==> config.mk <==
export PLATFORM = sky130hd
export DESIGN_NAME = quad_serial_status_prbs_control
export DESIGN_NICKNAME = d
export VERILOG_FILES = /design/src/core/qsps_pkg.sv /design/src/core/pattern_generator.sv /design/src/core/pattern_checker.sv /design/src/core/quad_serial_status_prbs_control.sv
export SDC_FILE = /design/constraint.sdc
export NUM_CORES = 1
export LEC_CHECK = 0
export BUFFER_PORTS_ARGS = -buffer_cell sky130_fd_sc_hd__buf_2
export CAP_MARGIN = 20
export CORE_MARGIN = 2
export CORE_UTILIZATION = 27
export CTS_CLUSTER_DIAMETER = 200
export DETAILED_ROUTE_END_ITERATION = 7
export PLACE_DENSITY = 0.5
export SYNTH_ARGS = -nofsm -noshare
export SYNTH_HDL_FRONTEND = slang
export SYNTH_HIERARCHICAL = 1
export SYNTH_SLANG_ARGS = --single-unit
==> constraint.sdc <==
create_clock -name pclk -period 3.25 [get_ports pclk]
set_input_delay 0.325 -clock pclk [delete_from_list [all_inputs] [get_ports pclk]]
set_output_delay 0.325 -clock pclk [all_outputs]
set_load 0.03 [all_outputs]
==> src/core/qsps_pkg.sv <==
// Shared constants and the pattern stepping function for the serial status and pattern-test block.
// Assumes a 32-bit APB register bus with one register per aligned word.
package qsps_pkg;
   // Register indices; the byte address is four times the index.
   localparam logic [7:0] IDX_IRQ_ENABLE = 8'h12;
   localparam logic [7:0] IDX_IRQ_STATUS = 8'h13;
   localparam logic [7:0] IDX_RX_ERR = 8'h15;
   localparam logic [7:0] IDX_PAT_CTRL = 8'h17;
   localparam logic [7:0] IDX_PAT_LOW = 8'h18;
   localparam logic [7:0] IDX_PAT_HIGH = 8'h19;
   localparam logic [7:0] IDX_GLOBAL_CTRL = 8'h1A;
   // Interrupt status and enable bit positions.
   localparam int ST_SPEED = 14;
   localparam int ST_DUPLEX = 13;
   localparam int ST_PAGE = 12;
   localparam int ST_ANEG = 11;
   localparam int ST_LINK = 10;
   localparam int ST_SYMBOL = 9;
   localparam int ST_FALSE_CARRIER = 8;
   localparam int ST_FIFO = 7;
   localparam logic [15:0] IRQ_FIELD_MASK = 16'h7F80;
   // Pattern control bit positions.
   localparam int PC_CHK_POL = 7;
   localparam int PC_GEN_POL = 6;
   localparam int PC_LOCK_MODE = 5;
   localparam int PC_CLEAR = 4;
   localparam int PC_SEL_HI = 3;
   localparam int PC_SEL_LO = 2;
   localparam int PC_CHK_EN = 1;
   localparam int PC_GEN_EN = 0;
   localparam logic [15:0] PAT_CTRL_RESET = 16'h0000;
   localparam logic [15:0] PAT_CTRL_SOFT_CLEAR = 16'h0013;
   // Global control bit positions.
   localparam int GC_RESET = 15;
   localparam int GC_REFCLK = 14;
   localparam int GC_IN_POL = 13;
   localparam int GC_OUT_POL = 12;
   localparam int GC_PWRDN = 11;
   localparam int GC_RSVD10 = 10;
   localparam int GC_LOOPBACK = 9;
   localparam int GC_DISPARITY = 3;
   localparam logic [15:0] GLOBAL_CTRL_RESET = 16'h3002;
   localparam logic [15:0] GLOBAL_CTRL_SOFT_CLEAR = 16'h0600;
   localparam logic [2:0] STRAP_POWER_DOWN = 3'h1;
   // Pattern selections.
   localparam logic [1:0] SEL_PRBS7 = 2'h0;
   localparam logic [1:0] SEL_PRBS23 = 2'h1;
   localparam logic [1:0] SEL_PRBS31 = 2'h2;
   localparam logic [1:0] SEL_ALT = 2'h3;
   localparam logic [9:0] ALT_PATTERN = 10'h2AA;
   localparam logic [30:0] PRBS_SEED = 31'h7FFFFFFF;
   localparam logic [4:0] LOCK_RUN = 5'h10;
   localparam logic [31:0] PAT_COUNT_MAX = 32'hFFFFFFFF;
   localparam logic [15:0] RX_COUNT_MAX = 16'hFFFF;

   // Advances the shift register by one 10-bit symbol, MSB first (SEL_ALT holds it), and returns {state, predicted word}.
   // With use_rx set the received bits are shifted in, which makes the checker self-synchronising.
   function automatic logic [40:0] prbs_advance(input logic [30:0] st, input logic [1:0] sel,
                                               input logic [9:0] rx, input logic use_rx);
      logic [30:0] s;
      logic [9:0] pw;
      logic fb;
      s = st;
      pw = 10'h000;
      fb = 1'b0;
      for (int i = 9; i >= 0; i--) begin
         case (sel)
            SEL_PRBS7: fb = s[6] ^ s[5];
            SEL_PRBS23: fb = s[22] ^ s[17];
            default: fb = s[30] ^ s[27];
         endcase
         pw[i] = fb;
         s = {s[29:0], (use_rx ? rx[i] : fb)};
      end
      if (sel == SEL_ALT) begin
         prbs_advance = {st, ALT_PATTERN};
      end else begin
         prbs_advance = {s, pw};
      end
   endfunction
endpackage

==> src/core/pattern_generator.sv <==
// Pattern generator producing one 10-bit symbol per clock.
// Assumes the enable and selection come from the control register of the parent.
`timescale 1ns/1ns
module pattern_generator
   import qsps_pkg::*;
(
   input wire logic pclk,
   input wire logic presetn,
   input wire logic enable,
   input wire logic [1:0] sel,
   input wire logic invert_n,
   output logic [9:0] gen_symbol
);
   logic [30:0] state_r, state_nxt;
   logic [9:0] sym_r, sym_nxt;
   logic [40:0] step;

   always_comb begin
      step = prbs_advance(state_r, sel, 10'h000, 1'b0);
      state_nxt = state_r;
      sym_nxt = 10'h000;
      if (enable) begin
         state_nxt = step[40:10];
         sym_nxt = invert_n ? step[9:0] : ~step[9:0];
      end
   end

   always_ff @(posedge pclk or negedge presetn) begin
      if (!presetn) begin
         state_r <= PRBS_SEED;
         sym_r <= 10'h000;
      end else begin
         state_r <= state_nxt;
         sym_r <= sym_nxt;
      end
   end

   assign gen_symbol = sym_r;
endmodule

==> src/core/pattern_checker.sv <==
// Self-synchronising pattern checker with lock detection and a 32-bit error count.
// Assumes one received 10-bit symbol per clock, already polarity corrected by the parent.
`timescale 1ns/1ns
module pattern_checker
   import qsps_pkg::*;
(
   input wire logic pclk,
   input wire logic presetn,
   input wire logic enable,
   input wire logic [1:0] sel,
   input wire logic invert_n,
   input wire logic lock_mode,
   input wire logic clear,
   input wire logic [9:0] rx_symbol,
   output logic locked,
   output logic [31:0] err_count
);
   logic [30:0] state_r, state_nxt;
   logic [4:0] run_r, run_nxt;
   logic locked_r, locked_nxt;
   logic [31:0] count_r, count_nxt;
   logic [40:0] step;
   logic [9:0] rx;
   logic err;

   always_comb begin
      rx = invert_n ? rx_symbol : ~rx_symbol;
      step = prbs_advance(state_r, sel, rx, 1'b1);
      err = (step[9:0] != rx);
      state_nxt = state_r;
      run_nxt = run_r;
      locked_nxt = locked_r;
      count_nxt = count_r;
      if (!enable) begin
         run_nxt = 5'h00;
         locked_nxt = 1'b0;
      end else begin
         state_nxt = step[40:10];
         if (err) begin
            run_nxt = 5'h00;
         end else if (run_r != LOCK_RUN) begin
            run_nxt = run_r + 5'h01;
         end
         if (run_r == LOCK_RUN) begin
            locked_nxt = 1'b1;
         end
         if (err && (!lock_mode || locked_r) && count_r != PAT_COUNT_MAX) begin
            count_nxt = count_r + 32'h00000001;
         end
      end
      if (clear) begin
         count_nxt = 32'h00000000;
      end
   end

   always_ff @(posedge pclk or negedge presetn) begin
      if (!presetn) begin
         state_r <= PRBS_SEED;
         run_r <= 5'h00;
         locked_r <= 1'b0;
         count_r <= 32'h00000000;
      end else begin
         state_r <= state_nxt;
         run_r <= run_nxt;
         locked_r <= locked_nxt;
         count_r <= count_nxt;
      end
   end

   assign locked = locked_r;
   assign err_count = count_r;
endmodule

==> src/core/quad_serial_status_prbs_control.sv <==
// Status, error counting, pattern test and global control for the quad serial MAC-side interface.
// Assumes an APB master on pclk, event inputs synchronous to pclk and one 10-bit symbol per clock.
`timescale 1ns/1ns
module quad_serial_status_prbs_control
   import qsps_pkg::*;
(
   input wire logic pclk,
   input wire logic presetn,
   input wire logic psel,
   input wire logic penable,
   input wire logic pwrite,
   input wire logic [7:0] paddr,
   input wire logic [31:0] pwdata,
   output logic [31:0] prdata,
   output logic pready,
   output logic pslverr,
   output logic irq,
   input wire logic [2:0] mode_strap,
   input wire logic speed_change_event,
   input wire logic duplex_change_event,
   input wire logic page_received_event,
   input wire logic autoneg_done_event,
   input wire logic link_change_event,
   input wire logic fifo_error_event,
   input wire logic rx_false_carrier,
   input wire logic rx_code_error,
   input wire logic rx_disparity_error,
   input wire logic [9:0] serial_input_pair,
   input wire logic [9:0] tx_symbol,
   output logic [9:0] serial_output_pair,
   output logic symbol_error_out,
   input wire logic [3:0] port_power_request,
   output logic [3:0] port_power_down,
   output logic common_power_down,
   output logic soft_reset_pulse,
   output logic ref_clk_select,
   output logic pattern_locked
);
   logic [15:0] irq_enable_r, irq_enable_nxt;
   logic [15:0] irq_status_r, irq_status_nxt;
   logic [15:0] rx_err_r, rx_err_nxt;
   logic [15:0] pat_ctrl_r, pat_ctrl_nxt;
   logic [15:0] pat_high_r, pat_high_nxt;
   logic [15:0] global_ctrl_r, global_ctrl_nxt;
   logic ref_clk_r, ref_clk_nxt;
   logic strap_done_r, strap_done_nxt;
   logic soft_reset_r, soft_reset_nxt;
   logic [31:0] prdata_r, prdata_nxt;
   logic [9:0] out_r, out_nxt;
   logic sym_err_r, sym_err_nxt;

   logic [7:0] index;
   logic mapped;
   logic setup_read;
   logic access_write;
   logic [15:0] wdata;
   logic [15:0] events;
   logic [15:0] rd_word;
   logic symbol_error;
   logic rx_err_event;
   logic [9:0] rx_corrected;
   logic [9:0] gen_symbol;
   logic [31:0] pat_count;
   logic chk_clear;

   // Address decode; offsets are word indices so the low two address bits must be zero.
   always_comb begin
      index = {2'b00, paddr[7:2]};
      if (paddr[1:0] != 2'b00) begin
         mapped = 1'b0;
      end else if (index == IDX_IRQ_ENABLE) begin
         mapped = 1'b1;
      end else if (index == IDX_IRQ_STATUS) begin
         mapped = 1'b1;
      end else if (index == IDX_RX_ERR) begin
         mapped = 1'b1;
      end else if (index == IDX_PAT_CTRL) begin
         mapped = 1'b1;
      end else if (index == IDX_PAT_LOW) begin
         mapped = 1'b1;
      end else if (index == IDX_PAT_HIGH) begin
         mapped = 1'b1;
      end else if (index == IDX_GLOBAL_CTRL) begin
         mapped = 1'b1;
      end else begin
         mapped = 1'b0;
      end
   end

   // Reads act at the setup edge, where the data is also captured, so a read's clear and the
   // returned value always refer to the same instant. Writes act at the access edge.
   assign setup_read = psel && !penable && !pwrite && mapped;
   assign access_write = psel && penable && pwrite && mapped;
   assign wdata = pwdata[15:0];
   assign pready = 1'b1;
   assign pslverr = psel && penable && !mapped;

   always_comb begin
      rx_corrected = global_ctrl_r[GC_IN_POL] ? serial_input_pair : ~serial_input_pair;
      symbol_error = rx_code_error || (global_ctrl_r[GC_DISPARITY] && rx_disparity_error);
      rx_err_event = symbol_error || rx_false_carrier;
      events = 16'h0000;
      events[ST_SPEED] = speed_change_event;
      events[ST_DUPLEX] = duplex_change_event;
      events[ST_PAGE] = page_received_event;
      events[ST_ANEG] = autoneg_done_event;
      events[ST_LINK] = link_change_event;
      events[ST_SYMBOL] = symbol_error;
      events[ST_FALSE_CARRIER] = rx_false_carrier;
      events[ST_FIFO] = fifo_error_event;
   end

   // Read multiplexer.
   always_comb begin
      if (index == IDX_IRQ_ENABLE) begin
         rd_word = irq_enable_r;
      end else if (index == IDX_IRQ_STATUS) begin
         rd_word = irq_status_r;
      end else if (index == IDX_RX_ERR) begin
         rd_word = rx_err_r;
      end else if (index == IDX_PAT_CTRL) begin
         rd_word = pat_ctrl_r;
      end else if (index == IDX_PAT_LOW) begin
         rd_word = pat_count[15:0];
      end else if (index == IDX_PAT_HIGH) begin
         rd_word = pat_high_r;
      end else if (index == IDX_GLOBAL_CTRL) begin
         rd_word = global_ctrl_r;
      end else begin
         rd_word = 16'h0000;
      end
   end

   // Register file next state.
   always_comb begin
      irq_enable_nxt = irq_enable_r;
      irq_status_nxt = irq_status_r;
      rx_err_nxt = rx_err_r;
      pat_ctrl_nxt = pat_ctrl_r;
      pat_high_nxt = pat_high_r;
      global_ctrl_nxt = global_ctrl_r;
      ref_clk_nxt = ref_clk_r;
      strap_done_nxt = 1'b1;
      soft_reset_nxt = 1'b0;
      prdata_nxt = prdata_r;
      chk_clear = pat_ctrl_r[PC_CLEAR];

      if (!strap_done_r) begin
         global_ctrl_nxt[GC_PWRDN] = (mode_strap == STRAP_POWER_DOWN);
      end

      if (setup_read) begin
         prdata_nxt = {16'h0000, rd_word};
         if (index == IDX_IRQ_STATUS) begin
            irq_status_nxt = 16'h0000;
         end
         if (index == IDX_RX_ERR) begin
            rx_err_nxt = 16'h0000;
         end
         if (index == IDX_PAT_LOW) begin
            pat_high_nxt = pat_count[31:16];
         end
      end

      if (access_write) begin
         if (index == IDX_IRQ_ENABLE) begin
            irq_enable_nxt = wdata & IRQ_FIELD_MASK;
         end
         if (index == IDX_PAT_CTRL) begin
            pat_ctrl_nxt = wdata;
         end
         if (index == IDX_GLOBAL_CTRL) begin
            global_ctrl_nxt = wdata;
            global_ctrl_nxt[GC_RESET] = 1'b0;
            soft_reset_nxt = wdata[GC_RESET];
         end
      end

      // The clear-counter bit acts for one cycle and then drops by itself.
      if (pat_ctrl_r[PC_CLEAR]) begin
         pat_ctrl_nxt[PC_CLEAR] = access_write && (index == IDX_PAT_CTRL) && wdata[PC_CLEAR];
         pat_high_nxt = 16'h0000;
      end

      // Software reset: status clears, self-clearing and reset-cleared controls drop,
      // and the pending reference clock choice takes effect.
      if (soft_reset_r) begin
         irq_status_nxt = 16'h0000;
         pat_ctrl_nxt = pat_ctrl_nxt & ~PAT_CTRL_SOFT_CLEAR;
         global_ctrl_nxt = global_ctrl_nxt & ~GLOBAL_CTRL_SOFT_CLEAR;
         ref_clk_nxt = global_ctrl_r[GC_REFCLK];
      end

      // Events set after any clear so that an event in the clearing cycle is kept.
      irq_status_nxt = irq_status_nxt | (events & IRQ_FIELD_MASK);
      if (rx_err_event && rx_err_nxt != RX_COUNT_MAX) begin
         rx_err_nxt = rx_err_nxt + 16'h0001;
      end
   end

   // Outgoing symbol path and symbol error flag.
   always_comb begin
      if (global_ctrl_r[GC_LOOPBACK]) begin
         out_nxt = serial_input_pair;
      end else if (pat_ctrl_r[PC_GEN_EN]) begin
         out_nxt = gen_symbol;
      end else begin
         out_nxt = tx_symbol;
      end
      if (!global_ctrl_r[GC_LOOPBACK] && !global_ctrl_r[GC_OUT_POL]) begin
         out_nxt = ~out_nxt;
      end
      sym_err_nxt = symbol_error;
   end

   always_ff @(posedge pclk or negedge presetn) begin
      if (!presetn) begin
         irq_enable_r <= 16'h0000;
         irq_status_r <= 16'h0000;
         rx_err_r <= 16'h0000;
         pat_ctrl_r <= PAT_CTRL_RESET;
         pat_high_r <= 16'h0000;
         global_ctrl_r <= GLOBAL_CTRL_RESET;
         ref_clk_r <= 1'b0;
         strap_done_r <= 1'b0;
         soft_reset_r <= 1'b0;
         prdata_r <= 32'h00000000;
         out_r <= 10'h000;
         sym_err_r <= 1'b0;
      end else begin
         irq_enable_r <= irq_enable_nxt;
         irq_status_r <= irq_status_nxt;
         rx_err_r <= rx_err_nxt;
         pat_ctrl_r <= pat_ctrl_nxt;
         pat_high_r <= pat_high_nxt;
         global_ctrl_r <= global_ctrl_nxt;
         ref_clk_r <= ref_clk_nxt;
         strap_done_r <= strap_done_nxt;
         soft_reset_r <= soft_reset_nxt;
         prdata_r <= prdata_nxt;
         out_r <= out_nxt;
         sym_err_r <= sym_err_nxt;
      end
   end

   pattern_generator u_gen (
      .pclk(pclk),
      .presetn(presetn),
      .enable(pat_ctrl_r[PC_GEN_EN]),
      .sel(pat_ctrl_r[PC_SEL_HI:PC_SEL_LO]),
      .invert_n(pat_ctrl_r[PC_GEN_POL]),
      .gen_symbol(gen_symbol)
   );

   pattern_checker u_chk (
      .pclk(pclk),
      .presetn(presetn),
      .enable(pat_ctrl_r[PC_CHK_EN]),
      .sel(pat_ctrl_r[PC_SEL_HI:PC_SEL_LO]),
      .invert_n(pat_ctrl_r[PC_CHK_POL]),
      .lock_mode(pat_ctrl_r[PC_LOCK_MODE]),
      .clear(chk_clear),
      .rx_symbol(rx_corrected),
      .locked(pattern_locked),
      .err_count(pat_count)
   );

   assign prdata = prdata_r;
   assign irq = |(irq_status_r & irq_enable_r);
   assign serial_output_pair = out_r;
   assign symbol_error_out = sym_err_r;
   assign common_power_down = global_ctrl_r[GC_PWRDN];
   assign port_power_down = global_ctrl_r[GC_PWRDN] ? 4'hF : port_power_request;
   assign soft_reset_pulse = soft_reset_r;
   assign ref_clk_select = ref_clk_r;
endmodule

# Word-level counts from Yosys, hierarchy flattened
# Index checks and enable logic that the tools add are counted.
op_classes:
  n_mux: 72
  eq_ne: 17
  addsub: 3
  bitwise: 67
  n_reduce_logical: 43
op_table:
  columns: ["operator", "n"]
  rows:
  - ["$mux W16", 20]
  - ["$mux W32", 3]
  - ["$mux W10", 9]
  - ["$xor A1 B1 Y1", 60]
  - ["$eq A6 B5 Y1 const B", 7]
  - ["$not A10 Y10", 4]
  - ["$pmux W1 S2", 20]
  - ["$add A32 B1 Y32 const B", 1]
  - ["$ne A32 B32 Y1 const B", 1]
  - ["$mux W5", 4]
  - ["$add A16 B1 Y16 const B", 1]
  - ["$and A16 B15 Y16", 1]
  - ["$ne A16 B16 Y1 const B", 1]
  - ["$or A16 B15 Y16", 1]
  - ["$reduce_and A2 Y1", 8]
  - ["$reduce_bool A2 Y1", 8]
  - ["$reduce_or A16 Y1", 1]
  - ["$logic_and A1 B1 Y1", 14]
  - ["$mux W1", 14]
  - ["$mux W11", 1]
  - ["$ne A10 B10 Y1", 1]
  - ["$logic_not A1 Y1", 6]
  - ["$reduce_bool A3 Y1", 2]
  - ["$add A5 B1 Y5 const B", 1]
  - ["11 further kinds", 13]
word_totals:
  regBits: 228
  in_bits: 81
  output_inout_bits: 54
  word_cells: 223

# Depth between registers and ports, before layout
logic_depth:
  depth_word: 14
  depth_mapped: 13
  ltp_nobuf: 9

# Cells and area by module
# The synthesis kept the hierarchy.
modules_own_cells:
  columns: ["mod", "instances", "seq_area_each_um2", "cells_each", "area_each_um2"]
  rows:
  - ["quad_serial_status_prbs_control", 1, 2731.4, 551, 5982.0]
  - ["pattern_checker", 1, 1765.4, 465, 4132.7]
  - ["pattern_generator", 1, 1064.8, 189, 2149.6]

# Least setup slack after synthesis
# Ideal clock, no wire load.
synth_path:
  path_type: "reg-to-reg"
  from: "register global_ctrl_r[13]"
  to: "register u_chk.count_r[23] (netlist: u_chk/err_count[23])"
  path_slack_ns: -0.208
  arrival_time_ns: 3.331
  path_stages_with_launch: 13
  required_ns: 3.122
  period_less_slack_ns: 3.458
  setup_time_ns: 0.128
  path_buffers: 3
  path_cell_list: "dfstp_2 -> buf_1 -> xnor2_1 -> buf_4 -> xnor2_1 -> nor3_2 -> o31a_1 -> o21ai_1 -> or4_4 -> a2111oi_4 -> buf_6 -> nor3b_1 -> mux2_1"
synth_via:
  elab_chain_cells: 11
  word_cells_on_any_way: 17
  cone_classes: "eq/ne (1); mux (7); bitwise (5); reduce/logical (4)"
synth_lines:
  columns: ["item", "line", "rtl"]
  rows:
  - ["start, declared", "quad_serial_status_prbs_control.sv:44", "logic [15:0] global_ctrl_r, global_ctrl_nxt;"]
  - ["start signal, assigned", "quad_serial_status_prbs_control.sv:236", "global_ctrl_r <= global_ctrl_nxt;"]
  - ["$mux W10 *", "quad_serial_status_prbs_control.sv:99", "rx_corrected = global_ctrl_r[GC_IN_POL] ? serial_input_pair : ~serial_input_pair;"]
  - ["via rx_corrected[9]", "quad_serial_status_prbs_control.sv:61", "logic [9:0] rx_corrected;"]
  - ["$not A10 Y10", "pattern_checker.sv:27", "rx = invert_n ? rx_symbol : ~rx_symbol;"]
  - ["$mux W10 *", "pattern_checker.sv:27", null]
  - ["$xor A1 B1 Y1", "qsps_pkg.sv:68", "SEL_PRBS7: fb = s[6] ^ s[5];"]
  - ["$pmux W1 S2", "qsps_pkg.sv:67", "case (sel)"]
  - ["$mux W10", "qsps_pkg.sv:75", "if (sel == SEL_ALT) begin"]
  - ["$ne A10 B10 Y1 *", "pattern_checker.sv:29", "err = (step[9:0] != rx);"]
  - ["$logic_and A1 B1 Y1 * (2 in series)", "pattern_checker.sv:47", "if (err && (!lock_mode || locked_r) && count_r != PAT_COUNT_MAX) begin"]
  - ["$reduce_bool A2 Y1 (no source line) *", null, null]
  - ["$reduce_and A2 Y1 (no source line) *", null, null]
  - ["end signal, assigned", "pattern_checker.sv:66", "count_r <= count_nxt;"]
  - ["end, declared", "pattern_checker.sv:21", "logic [31:0] count_r, count_nxt;"]
# The timed path passes the listed nets; every way through them passes the cells marked *.
# A chain may end at the register's enable or synchronous reset.

# Worst setup path after layout
layout_path:
  from: "register global_ctrl_r[13]"
  to: "register u_chk.count_r[0] (netlist: u_chk/err_count[0])"
# The elaborated chain is that of the path after synthesis.

==> flow_metrics.py <==
metrics = {
    "placed_design": {
        "hpwl_um": 24000,
        "gp_congestion": 0.800,
        "place_ws_ns": -0.0327,
        "port_buffers": 101,
        "dp.cells": 1862,
    },
    "route": {
        "vias": 9424,
        "antenna_left": 0,
        "drc": 0,
        "vias_per_cell": 4.90,
        "drtIter0Drc": 664,
        "totalWireLength_um": 34100,
        "wl_per_cell_um": 17.8,
        "first_pass_iters": 5,
    },
    "global_route": {
        "gr-total-overflow": 0,
        "antenna_found_initial": 7,
        "grt_pass1_vias": 9333,
        "grt_usage": 0.144,
        "grt_pass1_wl_um": 54100,
        "grt_start_max_net_pins": 103,
    },
    "yosys": {
        "synth_cell_type_count": 87,
        "yosysTopAreaCellShare": 0.314,
        "synth_edf_count": 0,
        "ys_async_sr_fraction": 1.00,
        "synth_top_area_cell": "dfrtp_1",
        "synth.top_cells.by_area": "dfrtp_1 (31%), dfstp_2 (14%), mux2_2 (5.7%), mux2i_1 (4.2%), nand2_1 (3.8%)",
        "ys_seq_area_frac": 0.453,
        "synth-seq-cells": 219,
        "netlist_top_cells_count": "dfrtp_1 (154), nand2_1 (125), nor2_1 (66)",
        "yosys_most_used_dff": "dfrtp_1",
        "syn_inst": 1205,
        "syn_area_per_cell_um2": 10.2,
        "synth_most_common_cell": "dfrtp_1",
        "synth_area_mm2": 0.0123,
        "yosys_warnings": 6,
    },
    "timing": {
        "layout_setup_ws_ns": 0.170,
        "fmax_ghz": 0.325,
        "setup_viol": 0,
        "relSlewSlack": 0.429,
        "fin_skew_ns": 0.0142,
        "max_slew.worst_pin.slew_ns": 0.856,
        "hold_viol": 0,
        "slew_violations": 0,
        "hold_slack_ns": 0.0282,
        "period_needed_ns": 3.08,
        "fin_crit_sh": 0.948,
        "grt_setup_unrepaired": "false",
    },
    "clock_network": {
        "cts_tree": "done",
        "insertion_delay_ns": 0.54,
        "ctsLongestPathBuffers": 3,
        "cts.sinks": 219,
        "path_clk_slew_ns": 0.06,
        "root_buffer": "clkbuf_16",
        "ctsHtreeMaxLevel": 1,
        "cts_buffers": 26,
    },
    "critical_path": {
        "critical_path.top_delay_family": "simple AND/OR/NAND/NOR gates",
        "critical_path.cell_chain": "xnor2_2 > xnor2_1 > nor3_2 > buf_4 > nor4_4 > o21ai_1 > or4_4 > a2111oi_4 > buf_4 > buf_12 > nor2b_1 > mux2_1",
        "slowest_delay_ns": 0.64,
        "cp.depth": 12,
        "crit_buf_inv": 3,
        "rr_worst_depth": 12,
        "cp_slowest_cell": "dfstp_2",
        "reg2reg_to": "u_chk/err_count[0]",
        "cpMostUsedCell": "buf_4",
        "crit_path_end_kind": "flip-flop",
        "cp-start-kind": "flip-flop",
        "crit_start": "global_ctrl_r[13]",
        "criticalPathCategory": "flip-flop to flip-flop",
        "crit_path_end": "u_chk/err_count[0]",
        "worstPathRequired_ns": 3.67,
        "cp_max_fo": 27,
        "r2r-start": "global_ctrl_r[13]",
        "arrival_ns": 3.50,
        "reg2reg_slack_ns": 0.17,
    },
    "die": {
        "core_mm2": 0.0451,
        "die_y_um": 217,
        "die-area_mm2": 0.0471,
        "io_pins": 135,
        "num_rows": 78,
        "start_util": 0.272,
        "fp.dieW_um": 217,
    },
    "power_and_ir_drop": {
        "p_leak_nw": 6.29,
        "power.total_mw": 7.82,
        "powerDensity_mw_per_mm2": 541,
        "vdd_ir_drop_max_mv": 0.316,
    },
    "layout": {
        "stdcell_count": 1922,
        "fin_nets": 1386,
        "layout-drive-gt1-share": 0.259,
        "fin_util": 0.321,
        "area_growth_syn_to_layout_pct": 17.8,
    },
    "outcome": {
        "status": "complete, no violations",
    },
    "run": {
        "cap_violations": 0,
    },
    "min_path": {
        "min_path_type": "input port to flip-flop",
    },
}
-- flip-flops by register name, indices dropped and copies added, names as in the netlist --
signal	cells
irq_enable_r	8
strap_done_r	1
u_chk/state_r	31
u_chk/err_count	32
u_gen/state_r	31
u_gen/gen_symbol	10
prdata	16
ref_clk_select	1
soft_reset_pulse	1
pat_high_r	16
symbol_error_out	1
u_chk/locked	1
u_chk/run_r	5
serial_output_pair	10
irq_status_r	8
rx_err_r	16
global_ctrl_r	15
pat_ctrl_r	16
-- worst reg2reg max path, delay by kind of cell, from the launching register on --
| kind | cells | cell delay [ns] |
|---|---|---|
| XOR/XNOR | 2 | 0.35 |
| AND/OR/NAND/NOR | 4 | 0.78 |
| buffers and inverters | 3 | 0.50 |
| flip-flops | 1 | 0.64 |
| AO/OA/AOI/OAI | 2 | 0.37 |
| multiplexers | 1 | 0.32 |
-- kinds of logic (layout without fill, tap and decap cells) --
| family | after synthesis | in the layout | share of synthesized area |
|---|---|---|---|
| AND/OR/NAND/NOR | 438 | 438 | 0.195 |
| adder cells (fa/ha/maj) | 3 | 3 | 0.00306 |
| multiplexers | 133 | 133 | 0.119 |
| XOR/XNOR | 103 | 103 | 0.0742 |
| other | 2 | 19 | 0.000612 |
| buffers and inverters | 100 | 200 | 0.0429 |
| flip-flops | 219 | 219 | 0.453 |
| AO/OA/AOI/OAI | 207 | 207 | 0.111 |
-- layout make-up --
class                           instances  area, µm²
Clock buffer                           31        711
Fill cell                            4637      30600
Timing Repair Buffer                  140        906
Antenna cell                            1       2.50
Multi-Input combinational cell        902       6270
Sequential cell                       219       5560
Clock inverter                         16        203
Inverter                               13       48.8
Tap cell                              600        751
-- per-stage QoR --
stage	setup TNS [ns]	cell area [µm²]
floorplan	0	12300
global placement	0	13400
detailed placement	-0.0372	13400
CTS	0	14400
global route	0	14400
finish	0	14500
-- metal layers --
| metal | share of wire | GRT usage | up-vias |
|---|---|---|---|
| met3 | 0.050 | 0.0257 | 55 |
| met1 | 0.46 | 0.199 | 4673 |
| li1 | - | - | 4497 |
| met2 | 0.46 | 0.231 | 193 |
| met5 | 0.0013 | 0 | - |
| met4 | 0.025 | 0.0429 | 6 |
-- report_power, final --
| part | switching, mW | leakage (nW) | internal, mW |
|---|---|---|---|
| clock network | 1.18 | 0.458 | 1.94 |
| registers | 0.335 | 2.58 | 3.06 |
| logic | 0.714 | 3.25 | 0.581 |
| total | 2.23 | 6.29 | 5.59 |
-- what timing repair did --
action,CTS,global route
pin swaps,1,1
buffers inserted,1,1
resized for setup,0,3
hold buffers,9,0
hold endpoints to repair,87,0
cloned,1,0
endpoints found under the setup margin,3,15
-- layout by cell type, fill, tap and decap left out, drive strengths merged, types with 7 or more instances in the layout --
cell type    Yosys  layout
inv             13      13
nor4bb           8       8
a32o             9       9
and3            22      22
clkinv           0      11
conb             2      18
o211ai           7       7
a31oi           14      14
and4b            7       7
nand2          125     125
mux2i           52      52
buf             56     130
dlygate4sd3      0       9
a21oi           50      50
dfrtp          154     154
dfstp           65      65
nor2            68      68
or3             28      28
or4              8       8
nor3            29      29
a22oi           12      12
xnor2           50      50
nand3           28      28
a21o             9       9
xor2            53      53
nand2b          16      16
clkbuf          31      31
nor2b           24      24
o21ai           56      56
o32ai            7       7
nand4           35      35
mux2            81      81
nor4             8       8
-- worst min-delay path by stage --
stage / from / end / slack, ns / cells after the start
floorplan: presetn / global_ctrl_r[0] / 0.03 / 0
global placement: presetn / rx_err_r[1] / 0.45 / 1
detailed placement: presetn / rx_err_r[1] / 0.45 / 1
CTS: pwdata[0] / global_ctrl_r[0] / 0.005 / 2
global route: pwdata[1] / global_ctrl_r[1] / 0.01 / 2
finish: pwdata[5] / global_ctrl_r[5] / 0.03 / 2
(Power assumes the default switching activity.)
